`config.mk`:
```
export PLATFORM = sky130hd
export DESIGN_NAME = dsc_instruction_decode_timing
export DESIGN_NICKNAME = d
export VERILOG_FILES = /design/src/rtl/dsc_instruction_decode_timing.v
export VERILOG_INCLUDE_DIRS = /design/src /design/src/rtl
export SDC_FILE = /design/constraint.sdc
export NUM_CORES = 1
export LEC_CHECK = 0
export BUFFER_PORTS_ARGS = -buffer_cell sky130_fd_sc_hd__buf_2
export CAP_MARGIN = 15
export CORE_MARGIN = 1
export CORE_UTILIZATION = 60
export DETAILED_ROUTE_END_ITERATION = 6
export PLACE_DENSITY = 0.95
export SETUP_SLACK_MARGIN = 0.15
export SLEW_MARGIN = 20
export SYNTH_ARGS = -nofsm -noshare
export SYNTH_HDL_FRONTEND = slang
export SYNTH_SLANG_ARGS = --single-unit
```
`constraint.sdc`:
```
create_clock -name clk -period 21 [get_ports clk]
set_input_delay 2.1 -clock clk [delete_from_list [all_inputs] [get_ports clk]]
set_output_delay 2.1 -clock clk [all_outputs]
set_load 0.05 [all_outputs]
```
`src/rtl/dsc_decode_defines.vh`:
```
// constants for the instruction decode and cycle timing block
`ifndef DSC_DECODE_DEFINES_VH
`define DSC_DECODE_DEFINES_VH

// instruction word layout
`define INSTR_W          24
`define LONG_W           48
`define OPC_HI           23
`define OPC_LO           16
`define CLS_HI           23
`define CLS_LO           20
`define SUB_HI           19
`define SUB_LO           16

// operation classes held in the upper opcode nibble
`define CLS_NOP          4'h0
`define CLS_ADD3         4'h1
`define CLS_ADDC3        4'h2
`define CLS_ADDLIT       4'h3
`define CLS_ADDCLIT      4'h4
`define CLS_ADDF         4'h5
`define CLS_ADDCF        4'h6
`define CLS_BIT          4'h7
`define CLS_MAC          4'h8
`define CLS_ACC          4'h9
`define CLS_FLOW         4'hA
`define CLS_SKIP         4'hB
`define CLS_LONG         4'hC

// flow-change sub codes
`define FLOW_COND        4'h0
`define FLOW_UNCOND      4'h1
`define FLOW_COMPUTED    4'h2
`define FLOW_INDIRECT    4'h3
`define FLOW_TABLE       4'h4
`define FLOW_RETURN      4'h5
`define FLOW_INT_EXIT    4'h6
`define FLOW_MOVE_PAIR   4'h7

// two-word sub codes, low two bits
`define LONG_JUMP        2'h0
`define LONG_CALL        2'h1
`define LONG_LOOP        2'h2

// extra no-operation cycles
`define EXTRA_NONE       2'h0
`define EXTRA_ONE        2'h1
`define EXTRA_TWO        2'h2

// operand modes and literal limits
`define MODE_LITERAL     3'h7
`define TEN_BIT_LITERAL_BYTE_MAX   10'h0FF

// fixed working registers and prefetch codes
`define W_FILE_OP        4'h0
`define W_MULT_BASE      4'h4
`define W_X_BASE         4'h8
`define W_Y_BASE         4'hA
`define W_INDEX          4'hC
`define PF_CODE_INDEXED  4'hE
`define PF_CODE_NONE     4'hF
`define PF_SECOND_REG    4'h7

// accumulator write-back selections
`define AWB_NONE         2'h0
`define AWB_DIRECT       2'h1
`define AWB_POST_INC2    2'h2

`endif

```
`src/rtl/dsc_instruction_decode_timing.v`:
```
// instruction decode, cycle timing and status flag logic of the core
//
// Summary of operation
// - each single word is 24 bits; 8-bit opcode picks the operation type
// - three instructions span two words, 48 bits from consecutive places
// - second word has zero upper byte; executed alone it is a no-op
// - every two-word instruction takes exactly two cycles
// - single words take one cycle, two when branch taken, extra is a no-op
// - jumps, indirect calls, table ops and returns take two or three cycles
// - a taken skip costs two cycles, or three over a two-word instruction
// - register-pair moves take two cycles
// - three-operand forms decode base, source plus mode, destination plus mode
// - file ops decode address up to 0x1FFF, result to file or register 0
// - bit ops take the bit from a 4-bit literal or the base register
// - multiply pairs are one of six pairs from registers 4 to 7
// - square pairs use one register from 4 to 7 for both operands
// - x prefetch uses register 8 or 9, adjusted, indexed by 12, or none
// - y prefetch uses register 10 or 11; prefetch targets are 4 to 7
// - accumulator write-back goes to register 13 or its address plus 2
// - 10-bit literal up to 255 in byte mode, 1023 in word; 5-bit to 31
// - carry, digit carry, negative, overflow and sticky zero flags kept
// - accumulator adds touch only the four accumulator flags
// - signed add puts a shifted 16-bit source into the chosen accumulator
// - carry sums add the carry and update all five core flags
`timescale 1ns/1ps
`include "dsc_decode_defines.vh"

module dsc_instruction_decode_timing #(
	parameter ACC_W = 40
) (
	input  wire               clk,
	input  wire               sys_rst,
	input  wire [23:0]        instr_word,
	input  wire               instr_valid,
	output wire               instr_ready,
	input  wire               branch_cond,
	input  wire               skip_cond,
	input  wire [15:0]        operand_a,
	input  wire [15:0]        operand_b,
	output reg                exec_valid_r,
	output reg                exec_nop_r,
	output reg  [3:0]         exec_class_r,
	output reg  [1:0]         exec_cycles_r,
	output reg  [47:0]        long_instr_r,
	output reg                long_valid_r,
	output reg                illegal_r,
	output reg                byte_mode_r,
	output reg  [3:0]         base_operand_reg_r,
	output reg  [3:0]         source_operand_reg_r,
	output reg  [2:0]         source_mode_r,
	output reg  [3:0]         dest_operand_reg_r,
	output reg  [2:0]         dest_mode_r,
	output reg  [12:0]        file_addr_r,
	output reg                file_op_work_reg_r,
	output reg  [3:0]         bit_select_field_r,
	output reg                bit_indirect_r,
	output reg  [9:0]         ten_bit_literal_r,
	output reg  [4:0]         five_bit_literal_r,
	output reg                literal_err_r,
	output reg  [2:0]         dsp_mult_pair_r,
	output reg  [3:0]         mult_m_reg_r,
	output reg  [3:0]         mult_n_reg_r,
	output reg                x_enable_r,
	output reg                x_indexed_r,
	output reg  [3:0]         x_prefetch_addr_r,
	output reg  [3:0]         x_adjust_r,
	output reg  [3:0]         x_dest_r,
	output reg                y_enable_r,
	output reg                y_indexed_r,
	output reg  [3:0]         y_prefetch_addr_r,
	output reg  [3:0]         y_adjust_r,
	output reg  [3:0]         y_dest_r,
	output reg  [1:0]         acc_writeback_reg_r,
	output reg                acc_sel_r,
	output reg  [15:0]        alu_result_r,
	output reg                carry_flag_r,
	output reg                digit_carry_flag_r,
	output reg                negative_flag_r,
	output reg                signed_wrap_flag_r,
	output reg                zero_flag_r,
	output reg                acc_a_wrap_flag_r,
	output reg                acc_b_wrap_flag_r,
	output reg                acc_a_clip_flag_r,
	output reg                acc_b_clip_flag_r,
	output reg  [ACC_W-1:0]   acc_a_r,
	output reg  [ACC_W-1:0]   acc_b_r
);

////////////////////////////////////////////////////////////////////////////////
// states and helpers

localparam [4:0] ST_RUN   = 5'h01;
localparam [4:0] ST_WORD2 = 5'h02;
localparam [4:0] ST_NOP   = 5'h04;
localparam [4:0] ST_SKIP  = 5'h08;
localparam [4:0] ST_SKIP2 = 5'h10;

// {c, dc, n, ov, z, result}
function [20:0] add16;
	input [15:0] a;
	input [15:0] b;
	input        cin;
	input        bmode;
	reg   [16:0] s;
	reg   [4:0]  lo;
	reg   [8:0]  sb;
	begin
		s  = {1'b0, a} + {1'b0, b} + {16'h0000, cin};
		lo = {1'b0, a[3:0]} + {1'b0, b[3:0]} + {4'h0, cin};
		sb = {1'b0, a[7:0]} + {1'b0, b[7:0]} + {8'h00, cin};
		if (bmode) begin
			add16 = {sb[8], lo[4], sb[7],
				(a[7] == b[7]) && (sb[7] != a[7]),
				(sb[7:0] == 8'h00), a[15:8], sb[7:0]};
		end else begin
			add16 = {s[16], lo[4], s[15],
				(a[15] == b[15]) && (s[15] != a[15]),
				(s[15:0] == 16'h0000), s[15:0]};
		end
	end
endfunction

// {wrap, clip, value}; clip saturates at the full accumulator width
function [ACC_W+1:0] acc_add;
	input [ACC_W-1:0] x;
	input [ACC_W-1:0] y;
	reg   [ACC_W:0]   s;
	reg   [ACC_W-1:0] v;
	reg               sat;
	begin
		s   = {x[ACC_W-1], x} + {y[ACC_W-1], y};
		sat = s[ACC_W] ^ s[ACC_W-1];
		v   = sat ? {s[ACC_W], {(ACC_W-1){~s[ACC_W]}}} : s[ACC_W-1:0];
		acc_add = {~((&v[ACC_W-1:31]) | ~(|v[ACC_W-1:31])), sat, v};
	end
endfunction

// {enable, indexed, register, signed post-adjust}
function [9:0] pf_decode;
	input [3:0] code;
	input [3:0] base;
	reg   [3:0] m;
	begin
		m = (code >= `PF_SECOND_REG) ? code - `PF_SECOND_REG : code;
		case (m)
			4'h1:    pf_decode[3:0] = 4'h2;
			4'h2:    pf_decode[3:0] = 4'h4;
			4'h3:    pf_decode[3:0] = 4'h6;
			4'h4:    pf_decode[3:0] = 4'hE;
			4'h5:    pf_decode[3:0] = 4'hC;
			4'h6:    pf_decode[3:0] = 4'hA;
			default: pf_decode[3:0] = 4'h0;
		endcase
		pf_decode[7:4] = (code >= `PF_SECOND_REG) ? base + 4'h1 : base;
		pf_decode[8]   = (code == `PF_CODE_INDEXED);
		pf_decode[9]   = (code != `PF_CODE_NONE);
		if (code == `PF_CODE_INDEXED)
			pf_decode[3:0] = 4'h0;
		if (code == `PF_CODE_NONE)
			pf_decode[7:0] = 8'h00;
	end
endfunction

// {illegal, m register, n register}
function [8:0] mult_pair;
	input       square;
	input [2:0] p;
	begin
		mult_pair = 9'h000;
		if (square) begin
			mult_pair[7:4] = `W_MULT_BASE + {2'b00, p[1:0]};
			mult_pair[3:0] = `W_MULT_BASE + {2'b00, p[1:0]};
			mult_pair[8]   = p[2];
		end else begin
			case (p)
				3'h0:    mult_pair[7:0] = 8'h45;
				3'h1:    mult_pair[7:0] = 8'h46;
				3'h2:    mult_pair[7:0] = 8'h47;
				3'h3:    mult_pair[7:0] = 8'h56;
				3'h4:    mult_pair[7:0] = 8'h57;
				3'h5:    mult_pair[7:0] = 8'h67;
				default: mult_pair[8]   = 1'b1;
			endcase
		end
	end
endfunction

function is_long;
	input [23:0] w;
	begin
		is_long = (w[`CLS_HI:`CLS_LO] == `CLS_LONG) && (w[17:16] != 2'h3);
	end
endfunction

////////////////////////////////////////////////////////////////////////////////
// word decode

reg  [4:0]  state_r;
reg  [1:0]  nop_left_r;
wire [3:0]  cls = instr_word[`CLS_HI:`CLS_LO];
wire [3:0]  sub = instr_word[`SUB_HI:`SUB_LO];
wire        take = instr_valid & instr_ready;

// the fetch path is held only while padding cycles run
assign instr_ready = (state_r != ST_NOP);

reg  [15:0]      add_b;
reg              add_cin;
reg              add_bmode;
reg              is_carry_summing_op;
reg              is_alu;
reg  [20:0]      add_out;
reg  [1:0]       extra;
reg              bad;
reg  [ACC_W-1:0] src_ext;
reg  signed [ACC_W-1:0] src_sr;
reg  [ACC_W-1:0] src_sh;
reg  [ACC_W+1:0] acc_res;
reg  [9:0]       xpf;
reg  [9:0]       ypf;
reg  [8:0]       pair;

always @* begin
	is_alu    = 1'b0;
	is_carry_summing_op   = (cls == `CLS_ADDC3) || (cls == `CLS_ADDCLIT) ||
		(cls == `CLS_ADDCF);
	add_bmode = sub[3];
	add_b     = operand_b;
	case (cls)
		`CLS_ADD3, `CLS_ADDC3: begin
			is_alu = 1'b1;
			if (instr_word[11:9] == `MODE_LITERAL)
				add_b = {11'h000, instr_word[8:4]};
		end
		`CLS_ADDLIT, `CLS_ADDCLIT: begin
			is_alu = 1'b1;
			add_b  = {6'h00, instr_word[13:4]};
		end
		`CLS_ADDF, `CLS_ADDCF: is_alu = 1'b1;
		default: is_alu = 1'b0;
	endcase
	add_cin = is_carry_summing_op & carry_flag_r;
	add_out = add16(operand_a, add_b, add_cin, add_bmode);
	// source sits in the upper fraction word, then shifted by the literal
	src_ext = {{(ACC_W-32){operand_a[15]}}, operand_a, 16'h0000};
	src_sr  = $signed(src_ext) >>> instr_word[10:8];
	if (instr_word[11])
		src_sh = src_ext << (4'h0 - instr_word[11:8]);
	else
		src_sh = src_sr;
	if (!sub[3])
		acc_res = sub[0] ? acc_add(acc_b_r, acc_a_r) :
			acc_add(acc_a_r, acc_b_r);
	else
		acc_res = sub[0] ? acc_add(acc_b_r, src_sh) :
			acc_add(acc_a_r, src_sh);
	xpf  = pf_decode(instr_word[12:9], `W_X_BASE);
	ypf  = pf_decode(instr_word[6:3], `W_Y_BASE);
	pair = mult_pair(sub[3], instr_word[15:13]);
	extra = `EXTRA_NONE;
	bad   = 1'b0;
	case (cls)
		`CLS_FLOW: begin
			case (sub)
				`FLOW_COND:
					extra = branch_cond ? `EXTRA_ONE : `EXTRA_NONE;
				`FLOW_UNCOND, `FLOW_COMPUTED, `FLOW_INDIRECT,
				`FLOW_TABLE:
					extra = `EXTRA_ONE;
				`FLOW_MOVE_PAIR:
					extra = `EXTRA_ONE;
				`FLOW_RETURN, `FLOW_INT_EXIT:
					extra = `EXTRA_TWO;
				default: bad = 1'b1;
			endcase
		end
		`CLS_LONG: bad = (sub[1:0] == 2'h3);
		`CLS_MAC: bad = pair[8] || (sub[2:1] == 2'h3);
		default: bad = (cls > `CLS_LONG);
	endcase
end

////////////////////////////////////////////////////////////////////////////////
// sequencer

always @(posedge clk or posedge sys_rst) begin
	if (sys_rst) begin
		state_r       <= ST_RUN;
		nop_left_r    <= 2'h0;
		exec_valid_r  <= 1'b0;
		exec_nop_r    <= 1'b0;
		exec_class_r  <= `CLS_NOP;
		exec_cycles_r <= 2'h0;
		long_instr_r  <= 48'h000000000000;
		long_valid_r  <= 1'b0;
		illegal_r     <= 1'b0;
	end else begin
		exec_valid_r <= 1'b0;
		exec_nop_r   <= 1'b0;
		long_valid_r <= 1'b0;
		illegal_r    <= 1'b0;
		case (state_r)
			ST_RUN: begin
				if (take) begin
					exec_valid_r  <= 1'b1;
					exec_class_r  <= cls;
					exec_nop_r    <= (cls == `CLS_NOP);
					illegal_r     <= bad;
					exec_cycles_r <= 2'h1 + extra;
					long_instr_r[47:24] <= instr_word;
					if (is_long(instr_word)) begin
						exec_cycles_r <= 2'h2;
						state_r       <= ST_WORD2;
					end else if (cls == `CLS_SKIP && skip_cond) begin
						exec_cycles_r <= 2'h2;
						state_r       <= ST_SKIP;
					end else if (extra != `EXTRA_NONE) begin
						nop_left_r <= extra;
						state_r    <= ST_NOP;
					end
				end
			end
			ST_WORD2: begin
				if (take) begin
					long_instr_r[23:0] <= instr_word;
					long_valid_r       <= 1'b1;
					state_r            <= ST_RUN;
				end
			end
			ST_NOP: begin
				exec_nop_r <= 1'b1;
				nop_left_r <= nop_left_r - 2'h1;
				if (nop_left_r == 2'h1)
					state_r <= ST_RUN;
			end
			ST_SKIP: begin
				if (take) begin
					exec_nop_r <= 1'b1;
					if (is_long(instr_word)) begin
						exec_cycles_r <= 2'h3;
						state_r       <= ST_SKIP2;
					end else begin
						state_r <= ST_RUN;
					end
				end
			end
			ST_SKIP2: begin
				if (take) begin
					exec_nop_r <= 1'b1;
					state_r    <= ST_RUN;
				end
			end
			default: state_r <= ST_RUN;
		endcase
	end
end

////////////////////////////////////////////////////////////////////////////////
// operand fields

wire run_take = take && (state_r == ST_RUN);

always @(posedge clk or posedge sys_rst) begin
	if (sys_rst) begin
		byte_mode_r          <= 1'b0;
		base_operand_reg_r   <= 4'h0;
		source_operand_reg_r <= 4'h0;
		source_mode_r        <= 3'h0;
		dest_operand_reg_r   <= 4'h0;
		dest_mode_r          <= 3'h0;
		file_addr_r          <= 13'h0000;
		file_op_work_reg_r   <= 1'b0;
		bit_select_field_r   <= 4'h0;
		bit_indirect_r       <= 1'b0;
		ten_bit_literal_r    <= 10'h000;
		five_bit_literal_r   <= 5'h00;
		literal_err_r        <= 1'b0;
		dsp_mult_pair_r      <= 3'h0;
		mult_m_reg_r         <= 4'h0;
		mult_n_reg_r         <= 4'h0;
		{x_enable_r, x_indexed_r, x_prefetch_addr_r, x_adjust_r} <= 10'h000;
		{y_enable_r, y_indexed_r, y_prefetch_addr_r, y_adjust_r} <= 10'h000;
		x_dest_r             <= 4'h0;
		y_dest_r             <= 4'h0;
		acc_writeback_reg_r  <= `AWB_NONE;
		acc_sel_r            <= 1'b0;
	end else if (run_take) begin
		byte_mode_r   <= sub[3] && is_alu;
		literal_err_r <= 1'b0;
		acc_sel_r     <= sub[0];
		case (cls)
			`CLS_ADD3, `CLS_ADDC3: begin
				base_operand_reg_r   <= instr_word[15:12];
				source_mode_r        <= instr_word[11:9];
				source_operand_reg_r <= instr_word[8:5];
				five_bit_literal_r   <= instr_word[8:4];
				dest_operand_reg_r   <= instr_word[3:0];
				dest_mode_r          <= sub[2:0];
			end
			`CLS_ADDLIT, `CLS_ADDCLIT: begin
				ten_bit_literal_r  <= instr_word[13:4];
				dest_operand_reg_r <= instr_word[3:0];
				dest_mode_r        <= 3'h0;
				literal_err_r      <= sub[3] &&
					(instr_word[13:4] > `TEN_BIT_LITERAL_BYTE_MAX);
			end
			`CLS_ADDF, `CLS_ADDCF: begin
				file_addr_r        <= instr_word[12:0];
				file_op_work_reg_r <= instr_word[13];
				dest_operand_reg_r <= `W_FILE_OP;
			end
			`CLS_BIT: begin
				bit_indirect_r       <= sub[3];
				bit_select_field_r   <= instr_word[15:12];
				source_operand_reg_r <= instr_word[11:8];
				base_operand_reg_r   <= instr_word[7:4];
				source_mode_r        <= instr_word[3:1];
			end
			`CLS_MAC: begin
				dsp_mult_pair_r <= instr_word[15:13];
				mult_m_reg_r    <= pair[7:4];
				mult_n_reg_r    <= pair[3:0];
				{x_enable_r, x_indexed_r, x_prefetch_addr_r,
					x_adjust_r} <= xpf;
				{y_enable_r, y_indexed_r, y_prefetch_addr_r,
					y_adjust_r} <= ypf;
				x_dest_r <= `W_MULT_BASE + {2'b00, instr_word[8:7]};
				y_dest_r <= `W_MULT_BASE + {2'b00, instr_word[2:1]};
				acc_writeback_reg_r <= (sub[2:1] == 2'h3) ?
					`AWB_NONE : sub[2:1];
			end
			`CLS_ACC: begin
				source_operand_reg_r <= instr_word[15:12];
			end
			default: literal_err_r <= 1'b0;
		endcase
	end
end

////////////////////////////////////////////////////////////////////////////////
// status flags and accumulators

always @(posedge clk or posedge sys_rst) begin
	if (sys_rst) begin
		alu_result_r       <= 16'h0000;
		carry_flag_r       <= 1'b0;
		digit_carry_flag_r <= 1'b0;
		negative_flag_r    <= 1'b0;
		signed_wrap_flag_r <= 1'b0;
		zero_flag_r        <= 1'b0;
		acc_a_wrap_flag_r  <= 1'b0;
		acc_b_wrap_flag_r  <= 1'b0;
		acc_a_clip_flag_r  <= 1'b0;
		acc_b_clip_flag_r  <= 1'b0;
		acc_a_r            <= {ACC_W{1'b0}};
		acc_b_r            <= {ACC_W{1'b0}};
	end else if (run_take) begin
		if (is_alu) begin
			alu_result_r       <= add_out[15:0];
			carry_flag_r       <= add_out[20];
			digit_carry_flag_r <= add_out[19];
			negative_flag_r    <= add_out[18];
			signed_wrap_flag_r <= add_out[17];
			// carry sums may only clear zero, never set it
			zero_flag_r <= is_carry_summing_op ? (zero_flag_r & add_out[16]) :
				add_out[16];
		end
		if (cls == `CLS_ACC) begin
			if (sub[0]) begin
				acc_b_r           <= acc_res[ACC_W-1:0];
				acc_b_wrap_flag_r <= acc_res[ACC_W+1];
				acc_b_clip_flag_r <= acc_b_clip_flag_r | acc_res[ACC_W];
			end else begin
				acc_a_r           <= acc_res[ACC_W-1:0];
				acc_a_wrap_flag_r <= acc_res[ACC_W+1];
				acc_a_clip_flag_r <= acc_a_clip_flag_r | acc_res[ACC_W];
			end
		end
	end
end

endmodule // dsc_instruction_decode_timing

```
==> flow_metrics.tcl <==
set metrics [dict create \
    yosysTopAreaCell "dfrtp_1" \
    coreArea_um2 32800 \
    antenna_found_initial 8 \
    ys_seq_area_frac 0.307 \
    rows 66 \
    min-delay-start "long_instr_r[39]$_DFFE_PP0P_" \
    maxSlewViolCount 0 \
    clock_path_buffers 3 \
    reg2reg_from "acc_a_r[11]$_DFFE_PP0P_" \
    drv_cap 0 \
    regToRegSetupSlack_ps 14860 \
    hold_violations 0 \
    async_flop_share 1.00 \
    crit_path_top_delay_cell "ha_1" \
    grt_pass1_vias 20600 \
    rr_endpoint "acc_b_wrap_flag_r$_DFFE_PP0P_" \
    p_int_mw 1.59 \
    worst_pin_slew_ps 1040 \
    cts_root_buffer "clkbuf_16" \
    clk_latency_ps 570 \
    final_cell_area_um2 22800 \
    drt_wl_total_mm 74.5 \
    setup_viol_count_final 0 \
    maxSlewHeadroom 0.308 \
    hold_end "long_instr_r[39]$_DFFE_PP0P_" \
    whs_ps 470 \
    status "completed" \
    final.setup_skew_ps 13.8 \
    grt_pass1_wl_mm 113 \
    yosys-top-cells-area "dfrtp_1 31%, ha_1 7.9%, nand2_1 7.4%, o21ai_0 5.9%, a21oi_1 4.8%" \
    rsz0062_at_grt "no" \
    p_sw_frac 0.571 \
    post_cts_buffers 0 \
    final.period_utilization 0.465 \
    ys_ff_latch 247 \
    hold_depth 2 \
    yosys.area.top_type_share 0.305 \
    start_util 0.615 \
    power_density_nw_per_um2 162 \
    ctsHoldBuffers 0 \
    cts.htree.levels 1 \
    area_growth_pct 13.0 \
    drive_above_1_share 0.190 \
    ios 321 \
    synth-edff-count 0 \
    synthFlopType "dfrtp_1" \
    dr.pass1.iters 7 \
    hold_class "reg2reg" \
    via_per_inst 6.75 \
    p_clk_frac 0.132 \
    synth.cell_area_um2 20200 \
    critical_path_peak_fanout 51 \
    ir_worst_vdd_mv 0.126 \
    die_h_um 185 \
    placed_area_um2 21800 \
    p_leak_nw 11.3 \
    gp_congestion 1.02 \
    track_usage 0.426 \
    syn_inst 2472 \
    cts_tree "done" \
    die_w_um 185 \
    grt.overflow.total 0 \
    ant_nets 0 \
    drc 0 \
    fin_setup_tns_ps 0 \
    portBuffers 311 \
    place_hpwl_mm 53.8 \
    p_seq_frac 0.232 \
    min_period_ps 9760 \
    avgSynthCellArea_um2 8.16 \
    critPathLaunchType "input pin" \
    wire_per_inst_um 23.6 \
    endpoint_kind "flop" \
    drt_iter0_drc 2214 \
    dieArea_um2 34300 \
    p_comb_frac 0.636 \
    vias 21300 \
    grt_start_max_net_pins 93 \
    rr_worst_depth 20 \
    cts.sinks 247 \
    arrival_ps 10200 \
    ys_types 97 \
    nets 2872 \
    switchingPower_mw 2.11 \
    max_freq_mhz 102 \
    max_stage_delay_ps 1050 \
    path_class "in2reg" \
    clk_transition_reported_paths_ps 60 \
    cts_resized 0 \
    ys_warn_count 0 \
    worstPathRequired_ps 21440 \
    cts-buffers-inserted 27 \
]
-- power by group through the flow --
| stage | Clock (mW) | Combinational [mW] | Sequential (mW) |
|---|---|---|---|
| final | 0.488 | 2.35 | 0.859 |
| after global routing | 0.505 | 2.49 | 0.871 |
| after CTS | 0.487 | 2.30 | 0.844 |
| after detailed placement | 0 | 2.28 | 0.844 |
| after global placement | 0 | 2.24 | 0.832 |
| after floorplan | 0 | 1.09 | 1.44 |
-- layout by cell type, fill, tap and decap left out, types with 25 or more instances in the layout --
master / netlist / final
nand2_1: 397 / 397
buf_2: 5 / 311
dfrtp_1: 246 / 246
o21ai_0: 237 / 237
a21oi_1: 193 / 193
nor2_1: 155 / 154
ha_1: 128 / 128
mux2_2: 72 / 72
a21o_1: 60 / 60
xnor2_1: 56 / 55
xor2_1: 54 / 54
inv_1: 50 / 49
nand3_1: 50 / 47
mux2i_1: 44 / 44
nor3_1: 44 / 42
a31oi_1: 33 / 33
and2_1: 29 / 29
o22ai_1: 27 / 27
clkbuf_16: 0 / 27
nand2b_1: 26 / 26
o21bai_1: 26 / 26
nand4_1: 25 / 25
-- critical path: cells and delay by family --
family	cells	cell delay, ps
mux	2	770
buf+inv	5	1480
fa+ha+maj	3	1950
compound gates	13	2820
simple gates	6	880
xor+xnor	1	140
-- cells by family after synthesis --
group           after synthesis  synth area share
mux                         126            0.0729
simple gates                852             0.196
buf+inv                     217            0.0447
fa+ha+maj                   134            0.0839
other cells                   1          0.000186
compound gates              784             0.248
xor+xnor                    111            0.0486
flops                       247             0.307
-- synth_stat cells (all sizes together) (16+ instances only) --
library cell  number
a211oi            24
nand2            399
a221oi            17
o211ai            17
clkbuf           128
xnor2             57
nand2b            26
inv               50
nor2             155
ha               128
nor2b             24
a31oi             33
o21a              16
and2              29
buf               36
dfrtp            246
mux2              73
and3              24
nand4             25
o22ai             27
nor3              45
mux2i             44
a21o              60
nand3             51
a21oi            193
o21bai            26
a22o              22
o31ai             22
o21ai            241
xor2              54
-- worst max-delay path by stage --
stage,from,to,slack (ps),depth (start not counted)
6_report,instr_word[8],acc_b_r[22]$_DFFE_PP0P_,11240,30
3_3_place_gp,instr_word[8],acc_b_r[0]$_DFFE_PP0P_,11040,32
2_1_floorplan,instr_word[9],acc_b_wrap_flag_r$_DFFE_PP0P_,12010,36
4_1_cts,instr_word[8],acc_b_r[22]$_DFFE_PP0P_,11380,32
3_5_place_dp,instr_word[8],acc_b_r[0]$_DFFE_PP0P_,10810,32
5_1_grt,instr_word[8],acc_b_r[22]$_DFFE_PP0P_,10550,31
-- through the flow --
step	total power [mW]	worst slack, ps	util	cells
floorplan	2.53	12010	-	2480
global placement	3.07	11040	0.665	3092
detailed placement	3.12	10810	0.665	3092
CTS	3.64	11380	0.693	3141
global route	3.87	10550	0.695	3147
finish	3.70	11240	0.695	3151
-- state kept, by name, indices dropped and copies added, names as in the netlist, 5 cells and up --
name                cells
acc_a_r                40
acc_b_r                40
five_bit_literal_r      5
ten_bit_literal_r      10
long_instr_r           44
state_r                 5
file_addr_r            13
alu_result_r           16
-- layer usage --
metal / wire (um) / global-route usage / part of all wire
met1: 27700 / 0.507 / 0.37
met2: 34100 / 0.691 / 0.46
met3: 7970 / 0.112 / 0.11
met4: 4670 / 0.248 / 0.063
met5: 23 / 0 / 0.00031
-- layout make-up --
class	instances	area (um^2)
clock inverter	12	119
multi-input combinational	2016	13200
tap	442	553
fill	2528	10000
antenna	9	22.5
clock buffer	37	793
inverter	53	206
timing repair buffer	335	1760
sequential	247	6180
Note: power is estimated with default switching activity, not from simulation.
